$ cat config.mk
export PLATFORM = sky130hd
export DESIGN_NAME = ppc_decoder
export DESIGN_NICKNAME = d
export VERILOG_FILES = /design/src/ppc_pkg.sv /design/src/ppc_decoder.sv /design/src/ppc_echo_ramp.sv
export SDC_FILE = /design/constraint.sdc
export NUM_CORES = 1
export LEC_CHECK = 0
export CORE_ASPECT_RATIO = 0.5
export CORE_UTILIZATION = 40
export CTS_BUF_LIST = sky130_fd_sc_hd__clkbuf_16
export DETAILED_ROUTE_END_ITERATION = 8
export DONT_BUFFER_PORTS = 1
export PLACE_DENSITY = 0.65
export SLEW_MARGIN = 20
export SYNTH_ARGS = -nofsm -noshare
export SYNTH_HDL_FRONTEND = slang
export SYNTH_SLANG_ARGS = --single-unit
export TNS_END_PERCENT = 1
$ cat constraint.sdc
create_clock -name aclk -period 4.9 [get_ports aclk]
set_clock_uncertainty 0.15 [all_clocks]
set_input_delay 0.245 -clock aclk [delete_from_list [all_inputs] [get_ports aclk]]
set_output_delay 0.245 -clock aclk [all_outputs]
set_load 0.03 [all_outputs]
$ cat src/ppc_pkg.sv
package ppc_pkg;

    // ----------------------------------------------------------------
    // Clock and timing
    // ----------------------------------------------------------------
    localparam int unsigned PPC_CLK_PERIOD_PS = 25_000;
    localparam int unsigned PPC_ONESHOT_US    = 1_500;
    localparam int unsigned PPC_ONESHOT_CYC   = (PPC_ONESHOT_US * 1_000_000) / PPC_CLK_PERIOD_PS;
    localparam int unsigned PPC_ECHO_PULSE_NS = 1_000;
    localparam int unsigned PPC_ECHO_CYC      = (PPC_ECHO_PULSE_NS * 1_000) / PPC_CLK_PERIOD_PS;

    // ----------------------------------------------------------------
    // Widths and pulse-count thresholds
    // ----------------------------------------------------------------
    localparam int unsigned PPC_SAMPLE_W    = 12;
    localparam int unsigned PPC_CNT_W       = 5;
    localparam int unsigned PPC_TMR_W       = 17;
    localparam logic [4:0]  PPC_CNT_PRESET  = 5'h01;
    localparam logic [4:0]  PPC_CNT_MAX     = 5'h1f;
    localparam logic [4:0]  PPC_CNT_LEAD_LO = 5'h04;
    localparam logic [4:0]  PPC_CNT_CAL1_LO = 5'h08;
    localparam logic [4:0]  PPC_CNT_CAL1_HI = 5'h0b;
    localparam logic [4:0]  PPC_CNT_COIL_LO = 5'h0c;
    localparam logic [4:0]  PPC_CNT_CAL2_LO = 5'h10;
    localparam logic [4:0]  PPC_CNT_CAL2_HI = 5'h13;
    localparam logic [4:0]  PPC_CNT_PADDLE  = 5'h14;

    // ----------------------------------------------------------------
    // Register map
    // ----------------------------------------------------------------
    localparam logic [3:0]  PPC_OFS_CTRL    = 4'h0;
    localparam logic [3:0]  PPC_OFS_STATUS  = 4'h4;
    localparam logic [3:0]  PPC_OFS_SAMPLE  = 4'h8;
    localparam logic [31:0] PPC_CTRL_RESET  = 32'h0000_0003;
    localparam int unsigned PPC_CTRL_DEC_EN = 0;
    localparam int unsigned PPC_CTRL_ECHO_EN = 1;
    localparam int unsigned PPC_ST_SETUP_LSB = 0;
    localparam int unsigned PPC_ST_PLIM     = 7;
    localparam int unsigned PPC_ST_CNT_LSB  = 8;
    localparam int unsigned PPC_ST_BUSY     = 16;
    localparam int unsigned PPC_ST_ECHO     = 17;
    localparam logic [1:0]  PPC_RESP_OKAY   = 2'h0;
    localparam logic [1:0]  PPC_RESP_SLVERR = 2'h2;

    // ----------------------------------------------------------------
    // Types
    // ----------------------------------------------------------------
    typedef enum logic [1:0]
    {
        PPC_LEAD_III = 2'h0,
        PPC_LEAD_II  = 2'h1,
        PPC_LEAD_I   = 2'h2,
        PPC_LEAD_STD = 2'h3
    } ppc_lead_e;

    typedef struct packed
    {
        ppc_lead_e lead;
        logic      cal;
        logic      lead_coil;
        logic      paddle_coil;
        logic      smooth;
        logic      paddles;
    } ppc_setup_s;

    localparam ppc_setup_s PPC_SETUP_RESET = '{PPC_LEAD_III, 1'b0, 1'b0, 1'b0, 1'b0, 1'b0};

endpackage
$ cat src/ppc_decoder.sv
`timescale 1ns/1ps
module ppc_decoder
#(
    parameter int unsigned ONESHOT_CYC = ppc_pkg::PPC_ONESHOT_CYC
)
(
    input  wire logic                             aclk,
    input  wire logic                             aresetn,
    input  wire logic                             clk_en,
    input  wire logic                             pulse_train_probe,
    input  wire logic [ppc_pkg::PPC_SAMPLE_W-1:0] ecg_sample,
    input  wire logic [3:0]                       s_axi_awaddr,
    input  wire logic                             s_axi_awvalid,
    output logic                                  s_axi_awready,
    input  wire logic [31:0]                      s_axi_wdata,
    input  wire logic [3:0]                       s_axi_wstrb,
    input  wire logic                             s_axi_wvalid,
    output logic                                  s_axi_wready,
    output logic [1:0]                            s_axi_bresp,
    output logic                                  s_axi_bvalid,
    input  wire logic                             s_axi_bready,
    input  wire logic [3:0]                       s_axi_araddr,
    input  wire logic                             s_axi_arvalid,
    output logic                                  s_axi_arready,
    output logic [31:0]                           s_axi_rdata,
    output logic [1:0]                            s_axi_rresp,
    output logic                                  s_axi_rvalid,
    input  wire logic                             s_axi_rready,
    output ppc_pkg::ppc_setup_s                   setup,
    output logic                                  paddle_limit,
    output logic                                  conv_trigger,
    output logic                                  echo
);
    import ppc_pkg::*;

    typedef enum logic [1:0]
    {
        PPC_TR_IDLE  = 2'b00,
        PPC_TR_COUNT = 2'b01,
        PPC_TR_LATCH = 2'b11
    } ppc_tr_e;

    // ----------------------------------------------------------------
    // Command decode
    // ----------------------------------------------------------------
    function automatic logic in_range(input logic [4:0] v, input logic [4:0] lo,
                                      input logic [4:0] hi);
        in_range = (v >= lo) && (v <= hi);
    endfunction

    function automatic logic [7:0] decode(input logic [4:0] n);
        ppc_setup_s s;
        logic       ok;
        s  = PPC_SETUP_RESET;
        ok = in_range(n, PPC_CNT_LEAD_LO, PPC_CNT_CAL2_HI);
        s.lead = ppc_lead_e'(2'(n - PPC_CNT_LEAD_LO));
        s.cal = in_range(n, PPC_CNT_CAL1_LO, PPC_CNT_CAL1_HI)
              | in_range(n, PPC_CNT_CAL2_LO, PPC_CNT_CAL2_HI);
        s.lead_coil = in_range(n, PPC_CNT_COIL_LO, PPC_CNT_CAL2_HI);
        s.smooth    = in_range(n, PPC_CNT_COIL_LO, PPC_CNT_PADDLE);
        if (n == PPC_CNT_PADDLE)
        begin
            ok            = 1'b1;
            s.lead        = PPC_LEAD_III;
            s.paddles     = 1'b1;
            s.paddle_coil = 1'b1;
        end
        decode = {ok, s};
    endfunction

    // ----------------------------------------------------------------
    // Pin synchroniser and edges
    // ----------------------------------------------------------------
    logic sync1;
    logic sync2;
    logic sync3;
    wire  rise = sync2 & ~sync3;
    wire  fall = ~sync2 & sync3;

    always_ff @(posedge aclk)
    begin
        if (!aresetn)
        begin
            sync1 <= 1'b0;
            sync2 <= 1'b0;
            sync3 <= 1'b0;
        end
        else if (clk_en)
        begin
            sync1 <= pulse_train_probe;
            sync2 <= sync1;
            sync3 <= sync2;
        end
    end

    // ----------------------------------------------------------------
    // Train counter, one-shot and command latch
    // ----------------------------------------------------------------
    ppc_tr_e                 state;
    logic [PPC_CNT_W-1:0]    count;
    logic [PPC_CNT_W-1:0]    last_count;
    logic [PPC_TMR_W-1:0]    timer;
    logic                    paddle_arm;
    logic [31:0]             ctrl;
    wire  [7:0]              dec      = decode(count);
    wire                     dec_ok   = dec[7];
    wire                     dec_en   = ctrl[PPC_CTRL_DEC_EN];
    wire                     echo_en  = ctrl[PPC_CTRL_ECHO_EN];
    wire                     cnt_full = (count == PPC_CNT_MAX);

    assign conv_trigger = rise && (state == PPC_TR_IDLE) && clk_en;

    always_ff @(posedge aclk)
    begin
        if (!aresetn)
        begin
            state      <= PPC_TR_IDLE;
            count      <= '0;
            last_count <= '0;
            timer      <= '0;
            setup      <= PPC_SETUP_RESET;
            paddle_arm <= 1'b0;
            paddle_limit <= 1'b0;
        end
        else if (clk_en)
        begin
            // Paddle limit on next clock pulse
            if (rise)
            begin
                paddle_limit <= paddle_arm;
            end
            case (state)
                PPC_TR_IDLE:
                begin
                    if (rise)
                    begin
                        count <= PPC_CNT_PRESET;
                        timer <= PPC_TMR_W'(ONESHOT_CYC);
                        state <= PPC_TR_COUNT;
                    end
                end
                PPC_TR_COUNT:
                begin
                    if (rise && !cnt_full)
                    begin
                        count <= count + 1'b1;
                    end
                    if (fall)
                    begin
                        timer <= PPC_TMR_W'(ONESHOT_CYC);
                    end
                    else if (timer <= PPC_TMR_W'(1))
                    begin
                        state <= PPC_TR_LATCH;
                    end
                    else
                    begin
                        timer <= timer - 1'b1;
                    end
                end
                PPC_TR_LATCH:
                begin
                    if (dec_ok && dec_en)
                    begin
                        setup      <= ppc_setup_s'(dec[6:0]);
                        paddle_arm <= dec[0];
                    end
                    last_count <= count;
                    state      <= PPC_TR_IDLE;
                end
                default:
                begin
                    state <= PPC_TR_IDLE;
                end
            endcase
        end
    end

    // ----------------------------------------------------------------
    // Track-and-ramp echo
    // ----------------------------------------------------------------
    logic                    ramp_busy;
    logic [PPC_SAMPLE_W-1:0] held;

    ppc_echo_ramp u_ramp
    (
        .aclk    (aclk),
        .aresetn (aresetn),
        .clk_en  (clk_en),
        .start   (conv_trigger),
        .enable  (echo_en),
        .sample  (ecg_sample),
        .echo    (echo),
        .busy    (ramp_busy),
        .held    (held)
    );

    // ----------------------------------------------------------------
    // AXI4-Lite slave
    // ----------------------------------------------------------------
    // Address and data are parked separately so either may come first
    logic [3:0]  aw_addr;
    logic        aw_full;
    logic [31:0] w_data;
    logic [3:0]  w_strb;
    logic        w_full;
    wire         do_wr   = aw_full && w_full && !s_axi_bvalid;
    wire         wr_ctrl = (aw_addr == PPC_OFS_CTRL);
    wire         wr_ok   = wr_ctrl || (aw_addr == PPC_OFS_STATUS) || (aw_addr == PPC_OFS_SAMPLE);
    wire         rd_take = s_axi_arvalid && s_axi_arready;
    wire [31:0]  status  = {14'h0000, echo, ramp_busy, 3'h0, last_count,
                            paddle_limit, setup};
    wire         rd_ok   = (s_axi_araddr == PPC_OFS_CTRL) || (s_axi_araddr == PPC_OFS_STATUS)
                         || (s_axi_araddr == PPC_OFS_SAMPLE);
    wire [31:0]  rd_mux  = (s_axi_araddr == PPC_OFS_CTRL)   ? ctrl
                         : (s_axi_araddr == PPC_OFS_STATUS) ? status
                         : (s_axi_araddr == PPC_OFS_SAMPLE) ? {20'h0_0000, held}
                         : 32'h0000_0000;

    assign s_axi_awready = !aw_full;
    assign s_axi_wready  = !w_full;
    assign s_axi_arready = !s_axi_rvalid;

    always_ff @(posedge aclk)
    begin
        if (!aresetn)
        begin
            aw_full      <= 1'b0;
            aw_addr      <= '0;
            w_full       <= 1'b0;
            w_data       <= '0;
            w_strb       <= '0;
            ctrl         <= PPC_CTRL_RESET;
            s_axi_bvalid <= 1'b0;
            s_axi_bresp  <= PPC_RESP_OKAY;
            s_axi_rvalid <= 1'b0;
            s_axi_rdata  <= '0;
            s_axi_rresp  <= PPC_RESP_OKAY;
        end
        else if (clk_en)
        begin
            if (s_axi_awvalid && !aw_full)
            begin
                aw_full <= 1'b1;
                aw_addr <= s_axi_awaddr;
            end
            if (s_axi_wvalid && !w_full)
            begin
                w_full <= 1'b1;
                w_data <= s_axi_wdata;
                w_strb <= s_axi_wstrb;
            end
            if (do_wr)
            begin
                // Only byte lane 0 of control carries bits; status is read-only
                if (wr_ctrl && w_strb[0])
                begin
                    ctrl <= {30'h0000_0000, w_data[1:0]};
                end
                aw_full      <= 1'b0;
                w_full       <= 1'b0;
                s_axi_bvalid <= 1'b1;
                s_axi_bresp  <= wr_ok ? PPC_RESP_OKAY : PPC_RESP_SLVERR;
            end
            else if (s_axi_bvalid && s_axi_bready)
            begin
                s_axi_bvalid <= 1'b0;
            end
            if (rd_take)
            begin
                s_axi_rvalid <= 1'b1;
                s_axi_rdata  <= rd_mux;
                s_axi_rresp  <= rd_ok ? PPC_RESP_OKAY : PPC_RESP_SLVERR;
            end
            else if (s_axi_rvalid && s_axi_rready)
            begin
                s_axi_rvalid <= 1'b0;
            end
        end
    end

endmodule

$ cat src/ppc_echo_ramp.sv
`timescale 1ns/1ps
module ppc_echo_ramp
(
    input  wire logic                           aclk,
    input  wire logic                           aresetn,
    input  wire logic                           clk_en,
    input  wire logic                           start,
    input  wire logic                           enable,
    input  wire logic [ppc_pkg::PPC_SAMPLE_W-1:0] sample,
    output logic                                echo,
    output logic                                busy,
    output logic [ppc_pkg::PPC_SAMPLE_W-1:0]    held
);
    import ppc_pkg::*;

    typedef enum logic [1:0]
    {
        PPC_ER_IDLE  = 2'b00,
        PPC_ER_RAMP  = 2'b01,
        PPC_ER_PULSE = 2'b11
    } ppc_er_e;

    ppc_er_e                   state;
    logic [PPC_SAMPLE_W-1:0]   ramp;
    logic [5:0]                pcnt;

    // ----------------------------------------------------------------
    // Output decode
    // ----------------------------------------------------------------
    assign echo = (state == PPC_ER_PULSE);
    assign busy = (state != PPC_ER_IDLE);

    // ----------------------------------------------------------------
    // Track, ramp and echo
    // ----------------------------------------------------------------
    // A new trigger restarts the ramp; a late echo would be worthless anyway
    always_ff @(posedge aclk)
    begin
        if (!aresetn)
        begin
            state <= PPC_ER_IDLE;
            ramp  <= '0;
            pcnt  <= '0;
            held  <= '0;
        end
        else if (clk_en)
        begin
            if (start && enable)
            begin
                held  <= sample;
                ramp  <= sample;
                state <= PPC_ER_RAMP;
            end
            else
            begin
                case (state)
                    PPC_ER_IDLE:
                    begin
                        state <= PPC_ER_IDLE;
                    end
                    PPC_ER_RAMP:
                    begin
                        if (ramp == '0)
                        begin
                            state <= PPC_ER_PULSE;
                            pcnt  <= 6'(PPC_ECHO_CYC - 1);
                        end
                        else
                        begin
                            ramp <= ramp - 1'b1;
                        end
                    end
                    PPC_ER_PULSE:
                    begin
                        if (pcnt == '0)
                        begin
                            state <= PPC_ER_IDLE;
                        end
                        else
                        begin
                            pcnt <= pcnt - 1'b1;
                        end
                    end
                    default:
                    begin
                        state <= PPC_ER_IDLE;
                    end
                endcase
            end
        end
    end

endmodule

==> results.toml, run 1 <==
[run]
max-cap-violations = 0

[global_routing]
overflow = 0
grt_max_degree = 54
track_usage = 0.198
grt_pass1_vias = 4029
antenna_found_initial = 0
grt_pass1_wl_um = 20700

[power_and_ir_drop]
total_leakage_power_nw = 2.23
power_density_mw_per_mm2 = 333
peakVddDrop_v = 0.000200

[critical_path]
worstSetupEndpointType = "flop"
critPathLaunchType = "flop"
critPathArrivalTime_ps = 2550
path_max_fanout = 15
cp.required_ps = 4980
path_class = "flop to flop"

[timing]
hold-worst-slack_ps = -1.02
max_freq_mhz = 404
setup-violations-final = 0
min_period_over_period = 0.505
fin_setup_tns_ps = 0
rsz0062_at_grt = "no"
worstMarginPinSlew_ps = 896
hold_viol = 1
fin_ws_ps = 2430
fin_crit_ps = 2470
drv_slew = 0
slew_headroom = 0.401

[clocking]
clk_pin_slew_ps = 70
cts_root_buffer = "clkbuf_16"
cts_tree = "built"
clkLatencyLatePin_ps = 350
cts.path.max_buffers = 2
h-tree-depth = 3
cts_buffers = 9
cts_sinks = 101
post_cts_buffers = 0

[cells_and_area]
mostFrequentLayoutCells = "dfxtp_1 (101), nand2_1 (72), nor2_1 (66)"
post-route-util = 0.477
fillers = 1190
multi_input_area_sq_mm = 0.00282
diodes = 0
area_delta_synth_final_pct = 13.1
nets = 710
fin_cells = 806
seqCellArea_sq_mm = 0.00202
layout_commonest_cell = "dfxtp_1"
drive_gt1_frac = 0.0593

[placed_design]
hpwlAfterDp_um = 8370
dpl_worst_slack_ps = 2470
portBuffers = 0
placedCellCount = 763
place_congestion = 0.834

[route]
drc = 0
drtIter0Drc = 291
ant_nets = 0
wl_um = 12700
detail_route.first_pass.iterations = 4
vias_per_cell = 5.59
wl_per_cell_um = 15.7
num_vias = 4506

[synthesis]
ys_seq_area_frac = 0.395
syn_area_sq_mm = 0.00511
ys_warn_count = 0
synth_area_per_cell_sq_um = 8.12
yosys_register_bits = 101
synth.area.top_cells = "dfxtp_1 (40%), mux2i_1 (5.3%), nand2_1 (5.3%)"
synthCells = 630
synth_edf_count = 0
yosysTopAreaCell = "dfxtp_1"
synth_top_area_frac = 0.395
synth-main-ff-cell = "dfxtp_1"
synth_cell_type_count = 63
async_reset_ff_frac = 0

[run_status]
status = "finished, violations left"
violations = "hold timing"

[floorplanning]
start_util = 0.422
die-area_sq_mm = 0.0133
die_h_um = 82.0
num_io_pins = 116
core_sq_mm = 0.0121
chipWidth_um = 162
rows = 28

[min_path]
hp-class = "input pin to flop"
-- synth_stat cells (4+ instances only) --
cell and instances:
clkbuf_1 27, ha_1 9, inv_1 13, buf_4 21
dfxtp_1 101, mux2i_1 27, o21a_1 10, nor3_1 23
nor2_1 66, or3_1 9, o21ai_0 32, a21boi_0 4
nor2b_1 6, a21oi_1 53, and2_1 14, and3_1 5
nand2b_1 8, nand2_1 72, a22oi_1 15, nor4_1 10
o22ai_1 6, nand3_1 19, a31oi_1 8
-- layout make-up --
cell class	instances	area share
repair buffers	31	0.0536
clock buffers	9	0.0389
inverters	14	0.00909
clock inverters	7	0.0253
flip-flops and latches	101	0.350
well taps	165	0.0357
multi-input cells	479	0.488
-- worst paths after layout --
| path | startpoint | endpoint | slack (ps) | depth (start not counted) |
|---|---|---|---|---|
| setup / recovery | state[0]$_SDFFE_PN0P_ | paddle_arm$_SDFFE_PN0P_ | 2430 | 5 |
| setup reg to reg | state[0]$_SDFFE_PN0P_ | paddle_arm$_SDFFE_PN0P_ | 2430 | 5 |
| hold / removal | aresetn | ctrl[0]$_SDFFE_PN1P_ | -1 | 2 |
| hold reg to reg | u_ramp.held[7]$_SDFFE_PN0P_ | u_ramp.held[7]$_SDFFE_PN0P_ | 310 | 2 |
-- power by group --
part	switching [mW]	internal, mW	leakage, nW	total, mW
logic	0.124	0.0706	1.24	0.195
registers	0.0165	0.835	0.816	0.851
clock network	0.325	0.554	0.180	0.879
-- per-layer routing --
layer  track usage  share of wire
met4        0.0698          0.017
met5             0              0
met1         0.254           0.47
met3        0.0455          0.051
met2         0.331           0.46
-- kinds of logic (layout without fill, tap and decap cells) --
group                      after synthesis  after routing  synth area share
muxes                                   27             27            0.0529
DFF                                    101            101             0.395
other                                    1             19          0.000733
and+or+nand+nor                        253            253             0.242
adders and majority gates                9              9            0.0220
xor gates and xnor gates                 5              5           0.00857
AOI/OAI and AO/OA                      166            166             0.211
buffers and inverters                   68             61            0.0673
-- state kept, by name (all words and copies together) (netlist names), 2 cells and up --
| signal | flops |
|---|---|
| count | 5 |
| w_data | 2 |
| ctrl | 2 |
| u_ramp.held | 12 |
| u_ramp.pcnt | 6 |
| state | 2 |
| s_axi_rdata | 15 |
| last_count | 5 |
| u_ramp.ramp | 12 |
| aw_addr | 4 |
| setup | 5 |
| timer | 17 |
| u_ramp.state | 2 |
-- per-stage QoR --
step,hold WS [ps],total power [mW],instance area (sq um)
3_3_place_gp,166,1.03,5130
6_report,-1.02,1.92,5780
3_5_place_dp,170,1.04,5130
5_1_grt,15.0,1.99,5780
4_1_cts,1.61,1.94,5780
2_1_floorplan,231,1.03,5180
-- critical path, cell delays in order (launching register included) --
cell and delay (ps):
dfxtp_1 650, nand3_1 460, a2111oi_0 460, o21ai_1 340, mux2i_1 240, nor2_1 50
-- timing repair --
action / 4_1_cts / 5_1_grt
hold buffers: 27 / 0
endpoints found under the hold margin: 73 / 0
resized for setup: 0 / 0
Power figures use the tool's default switching activity.
==> run 2: changes to the inputs <==
==> constraint.sdc (replaced) <==
create_clock -name aclk -period 2.45 [get_ports aclk]
set_clock_uncertainty 0.15 [all_clocks]
set_input_delay 0.1225 -clock aclk [delete_from_list [all_inputs] [get_ports aclk]]
set_output_delay 0.1225 -clock aclk [all_outputs]
set_load 0.03 [all_outputs]
==> results.toml, run 2 (same netlist as run 1, synthesis figures left out) <==
[timing]
rsz0062_at_grt = "no"
max_freq_mhz = 431
worstMarginPinSlew_ps = 859
drv_slew = 0
hold_viol = 0
setup-violations-final = 0
slew_headroom = 0.428
fin_setup_tns_ps = 0
min_period_over_period = 0.947
hold-worst-slack_ps = 18.4
fin_crit_ps = 2320

[run_status]
status = "finished, final reports clean"

[cells_and_area]
post-route-util = 0.487
diodes = 0
multi_input_area_sq_mm = 0.00282
largest_reg_flops = 17
layout_commonest_cell = "dfxtp_1"
seqCellArea_sq_mm = 0.00202
stdcell_area_sq_mm = 0.00590
area_delta_synth_final_pct = 15.4
largest-register = "timer"
largestRegisters = "timer (17), s_axi_rdata (15)"
fillers = 1180
drive_gt1_frac = 0.0772
nets = 731
mostFrequentLayoutCells = "dfxtp_1 (101), nand2_1 (72), nor2_1 (66)"

[power_and_ir_drop]
peakVddDrop_v = 0.000333
power.clock.fraction = 0.413
intPower_mw = 2.71
p_seq_frac = 0.471
total_leakage_power_nw = 2.31
switching_power_mw = 0.902
switching_share = 0.250
power_density_mw_per_mm2 = 612
p_comb_frac = 0.116

[placed_design]
portBuffers = 0
place_congestion = 0.845
hpwlAfterDp_um = 8660
dpl-instance-area_sq_mm = 0.00527

[route]
num_vias = 4582
wl_um = 12900
detail_route.first_pass.iterations = 7
drtIter0Drc = 269
vias_per_cell = 5.55
ant_nets = 0
wl_per_cell_um = 15.6
drc = 0

[critical_path]
worstSetupEndpointType = "flop"
reg2reg_depth = 5
path_max_fanout = 8
r2r-start = "u_ramp.ramp[4]$_SDFFE_PN0P_"
critPathArrivalTime_ps = 2370
critPathLaunchType = "flop"
worstReg2RegEnd = "u_ramp.pcnt[1]$_SDFFE_PN0P_"
r2r_slack_ps = 130
path_class = "flop to flop"
cp.required_ps = 2500

[global_routing]
antenna_found_initial = 0
track_usage = 0.200
grt_pass1_vias = 4137
grt_max_degree = 49
overflow = 0
grt_pass1_wl_um = 20800

[run]
max-cap-violations = 0

[clocking]
h-tree-depth = 3
cts_tree = "built"
cts_root_buffer = "clkbuf_16"
cts_buffers = 9
clkLatencyLatePin_ps = 350
clk_pin_slew_ps = 60
cts_sinks = 101
cts.path.max_buffers = 2

[floorplanning]
core_sq_mm = 0.0121
num_io_pins = 116
die_h_um = 82.0
start_util = 0.422
die-area_sq_mm = 0.0133
chipWidth_um = 162
rows = 28

[min_path]
hp-class = "input pin to flop"
hold_path_end = "w_data[0]$_SDFFE_PN0P_"
hold_depth = 3
hold_start = "s_axi_wvalid"
## run 2: cell count changes in the layout (fill, tap and decap cells not counted), moves of 2 or more
cell,delta
clkinv_4,-2
dlygate4sd3_1,+4
bufinv_16,-2
buf_4,+15
## run 2: power groups by stage
stage	sequential [mW]	combinational [mW]	clock (mW)
2_1_floorplan	1.73	0.321	0
3_3_place_gp	1.74	0.344	0
3_5_place_dp	1.74	0.349	0
4_1_cts	1.70	0.415	1.53
5_1_grt	1.70	0.457	1.59
6_report	1.70	0.419	1.49
## run 2: per-stage QoR
stage | cells | total power, mW | setup WS, ps
6_report | 826 | 3.61 | 130
5_1_grt | 826 | 3.75 | 56.7
4_1_cts | 826 | 3.64 | 132
3_5_place_dp | 779 | 2.09 | 173
3_3_place_gp | 779 | 2.08 | 184
2_1_floorplan | 648 | 2.05 | 308
## run 2: worst max-delay path by stage
| stage | start | end | slack [ps] |
|---|---|---|---|
| 6_report | u_ramp.ramp[4]$_SDFFE_PN0P_ | u_ramp.pcnt[1]$_SDFFE_PN0P_ | 130 |
| 4_1_cts | clk_en | w_data[1]$_SDFFE_PN0P_ | 130 |
| 5_1_grt | timer[8]$_SDFFE_PN0P_ | timer[5]$_SDFFE_PN0P_ | 60 |
| 3_3_place_gp | timer[8]$_SDFFE_PN0P_ | timer[14]$_SDFFE_PN0P_ | 180 |
| 3_5_place_dp | timer[8]$_SDFFE_PN0P_ | timer[14]$_SDFFE_PN0P_ | 170 |
| 2_1_floorplan | timer[8]$_SDFFE_PN0P_ | timer[14]$_SDFFE_PN0P_ | 310 |
## run 2: area by class of cell
| class | count | share of cell area |
|---|---|---|
| tap | 165 | 0.0350 |
| clock inverter | 6 | 0.0136 |
| clock buffer | 9 | 0.0382 |
| timing repair buffer | 52 | 0.0839 |
| inverter | 14 | 0.00890 |
| sequential | 101 | 0.343 |
| multi-input combinational | 479 | 0.478 |
## run 2: worst max-delay path: stages, from the launching register on
cell	delay (ps)
dfxtp_1	380
or3_4	430
or4_4	520
o31ai_4	330
and2_1	260
a311oi_1	110
## run 2: layer usage
| metal | up-vias | track usage | part of all wire |
|---|---|---|---|
| met5 | - | 0 | 0 |
| met4 | 0 | 0.0670 | 0.017 |
| met3 | 17 | 0.0515 | 0.053 |
| met2 | 127 | 0.335 | 0.45 |
| met1 | 2173 | 0.254 | 0.48 |
| li1 | 2265 | - | - |
## run 2: timing repair
item / in CTS / in global routing
resized for setup: 0 / 1
hold buffers: 32 / 0
endpoints found under the hold margin: 77 / 0
buffers inserted: 0 / 0
setup endpoints to repair: 0 / 1
==> run 3: changes to the inputs <==
==> constraint.sdc (replaced) <==
create_clock -name aclk -period 2.3 [get_ports aclk]
set_clock_uncertainty 0.15 [all_clocks]
set_input_delay 0.115 -clock aclk [delete_from_list [all_inputs] [get_ports aclk]]
set_output_delay 0.115 -clock aclk [all_outputs]
set_load 0.03 [all_outputs]
==> results.toml, run 3 (same netlist as run 1, synthesis figures left out) <==
[run_status]
status = "finished, final reports clean"

[global_routing]
grt_pass1_vias = 4392
grt_pass1_wl_um = 22000
grt_max_degree = 52
overflow = 0
track_usage = 0.212
antenna_found_initial = 0

[critical_path]
path_class = "flop to flop"
critPathArrivalTime_ps = 2280
critPathLaunchType = "flop"
r2r-start = "u_ramp.ramp[4]$_SDFFE_PN0P_"
worstSetupEndpointType = "flop"
path_max_fanout = 8
cp.required_ps = 2380
cp-startpoint = "u_ramp.ramp[4]$_SDFFE_PN0P_"

[placed_design]
portBuffers = 0
dpl_worst_slack_ps = 117
place_congestion = 0.829
hpwlAfterDp_um = 9070

[cells_and_area]
largest-register = "timer"
mostFrequentLayoutCells = "dfxtp_1 (101), nand2_1 (72), nor2_1 (66)"
layout_commonest_cell = "dfxtp_1"
drive_gt1_frac = 0.102
fillers = 1181
nets = 744
diodes = 0
seqCellArea_sq_mm = 0.00202
area_delta_synth_final_pct = 16.6
post-route-util = 0.492
largestRegisters = "timer (17), s_axi_rdata (15)"
largest_reg_flops = 17
multi_input_area_sq_mm = 0.00283

[floorplanning]
rows = 28
chipWidth_um = 162
die_h_um = 82.0
core_sq_mm = 0.0121
die-area_sq_mm = 0.0133
num_io_pins = 116
start_util = 0.422

[power_and_ir_drop]
total_leakage_power_nw = 2.36
power_density_mw_per_mm2 = 617
switching_power_mw = 0.994
peakVddDrop_v = 0.000362
switching_share = 0.270
intPower_mw = 2.69
p_comb_frac = 0.126
p_seq_frac = 0.492
power.clock.fraction = 0.382
power.total_mw = 3.68

[timing]
fin_setup_tns_ps = 0
slew_headroom = 0.402
min_period_over_period = 0.955
hold-worst-slack_ps = 19.6
hold_viol = 0
fin_crit_ps = 2200
worstMarginPinSlew_ps = 895
max_freq_mhz = 455
drv_slew = 0
setup-violations-final = 0
fin_ws_ps = 104
rsz0062_at_grt = "no"

[clocking]
post_cts_buffers = 0
clkLatencyLatePin_ps = 360
cts.path.max_buffers = 2
cts_sinks = 101
h-tree-depth = 3
cts_buffers = 9
cts_root_buffer = "clkbuf_16"
clk_pin_slew_ps = 70
cts_tree = "built"

[route]
wl_per_cell_um = 15.8
vias_per_cell = 5.51
detail_route.first_pass.iterations = 4
num_vias = 4626
wl_um = 13300
drc = 0
ant_nets = 0
drtIter0Drc = 275

[min_path]
hold_start = "clk_en"
hp-class = "input pin to flop"

[run]
max-cap-violations = 0
run 3: power by group through the flow:
stage,registers [mW],clock network [mW],logic (mW)
detailed placement,1.85,0,0.393
global placement,1.85,0,0.390
finish,1.81,1.41,0.465
CTS,1.81,1.44,0.460
global route,1.81,1.51,0.512
floorplan,1.84,0,0.342
run 3: repair_timing:
action | in CTS | in global routing
gates resized for setup | 0 | 2
endpoints found under the hold margin | 81 | 0
hold buffers | 30 | 0
endpoints found under the setup margin | 0 | 2
run 3: final cells by class:
class	count	area share
repair buffers	65	0.0982
clock buffers	9	0.0378
well taps	165	0.0346
inverters	14	0.00881
multi-input cells	479	0.474
flip-flops and latches	101	0.339
clock inverters	7	0.00714
run 3: stage by stage:
step | cells | cell area (sq um)
global route | 840 | 5960
global placement | 794 | 5380
finish | 840 | 5960
CTS | 840 | 5960
floorplan | 648 | 5180
detailed placement | 794 | 5380
run 3: path summary, 6_finish.rpt:
| check | to | slack [ps] | cells past startpoint |
|---|---|---|---|
| hold reg to reg | u_ramp.held[4]$_SDFFE_PN0P_ | 310 | 2 |
| setup / recovery | u_ramp.pcnt[1]$_SDFFE_PN0P_ | 100 | 5 |
| setup reg to reg | u_ramp.pcnt[1]$_SDFFE_PN0P_ | 100 | 5 |
| hold / removal | state[1]$_SDFFE_PN0P_ | 20 | 2 |
run 3: critical path, stage by stage (launching register included):
cell      delay [ps]
dfxtp_1          320
or3_4            410
or4_4            510
o31ai_4          310
and2_1           260
a311oi_1         110
run 3: per-layer routing:
metal | part of all wire | vias to the layer above | GRT usage
li1 | - | 2298 | -
met3 | 0.057 | 25 | 0.0636
met5 | 0 | - | 0
met4 | 0.020 | 0 | 0.0660
met1 | 0.46 | 2176 | 0.259
met2 | 0.47 | 127 | 0.364
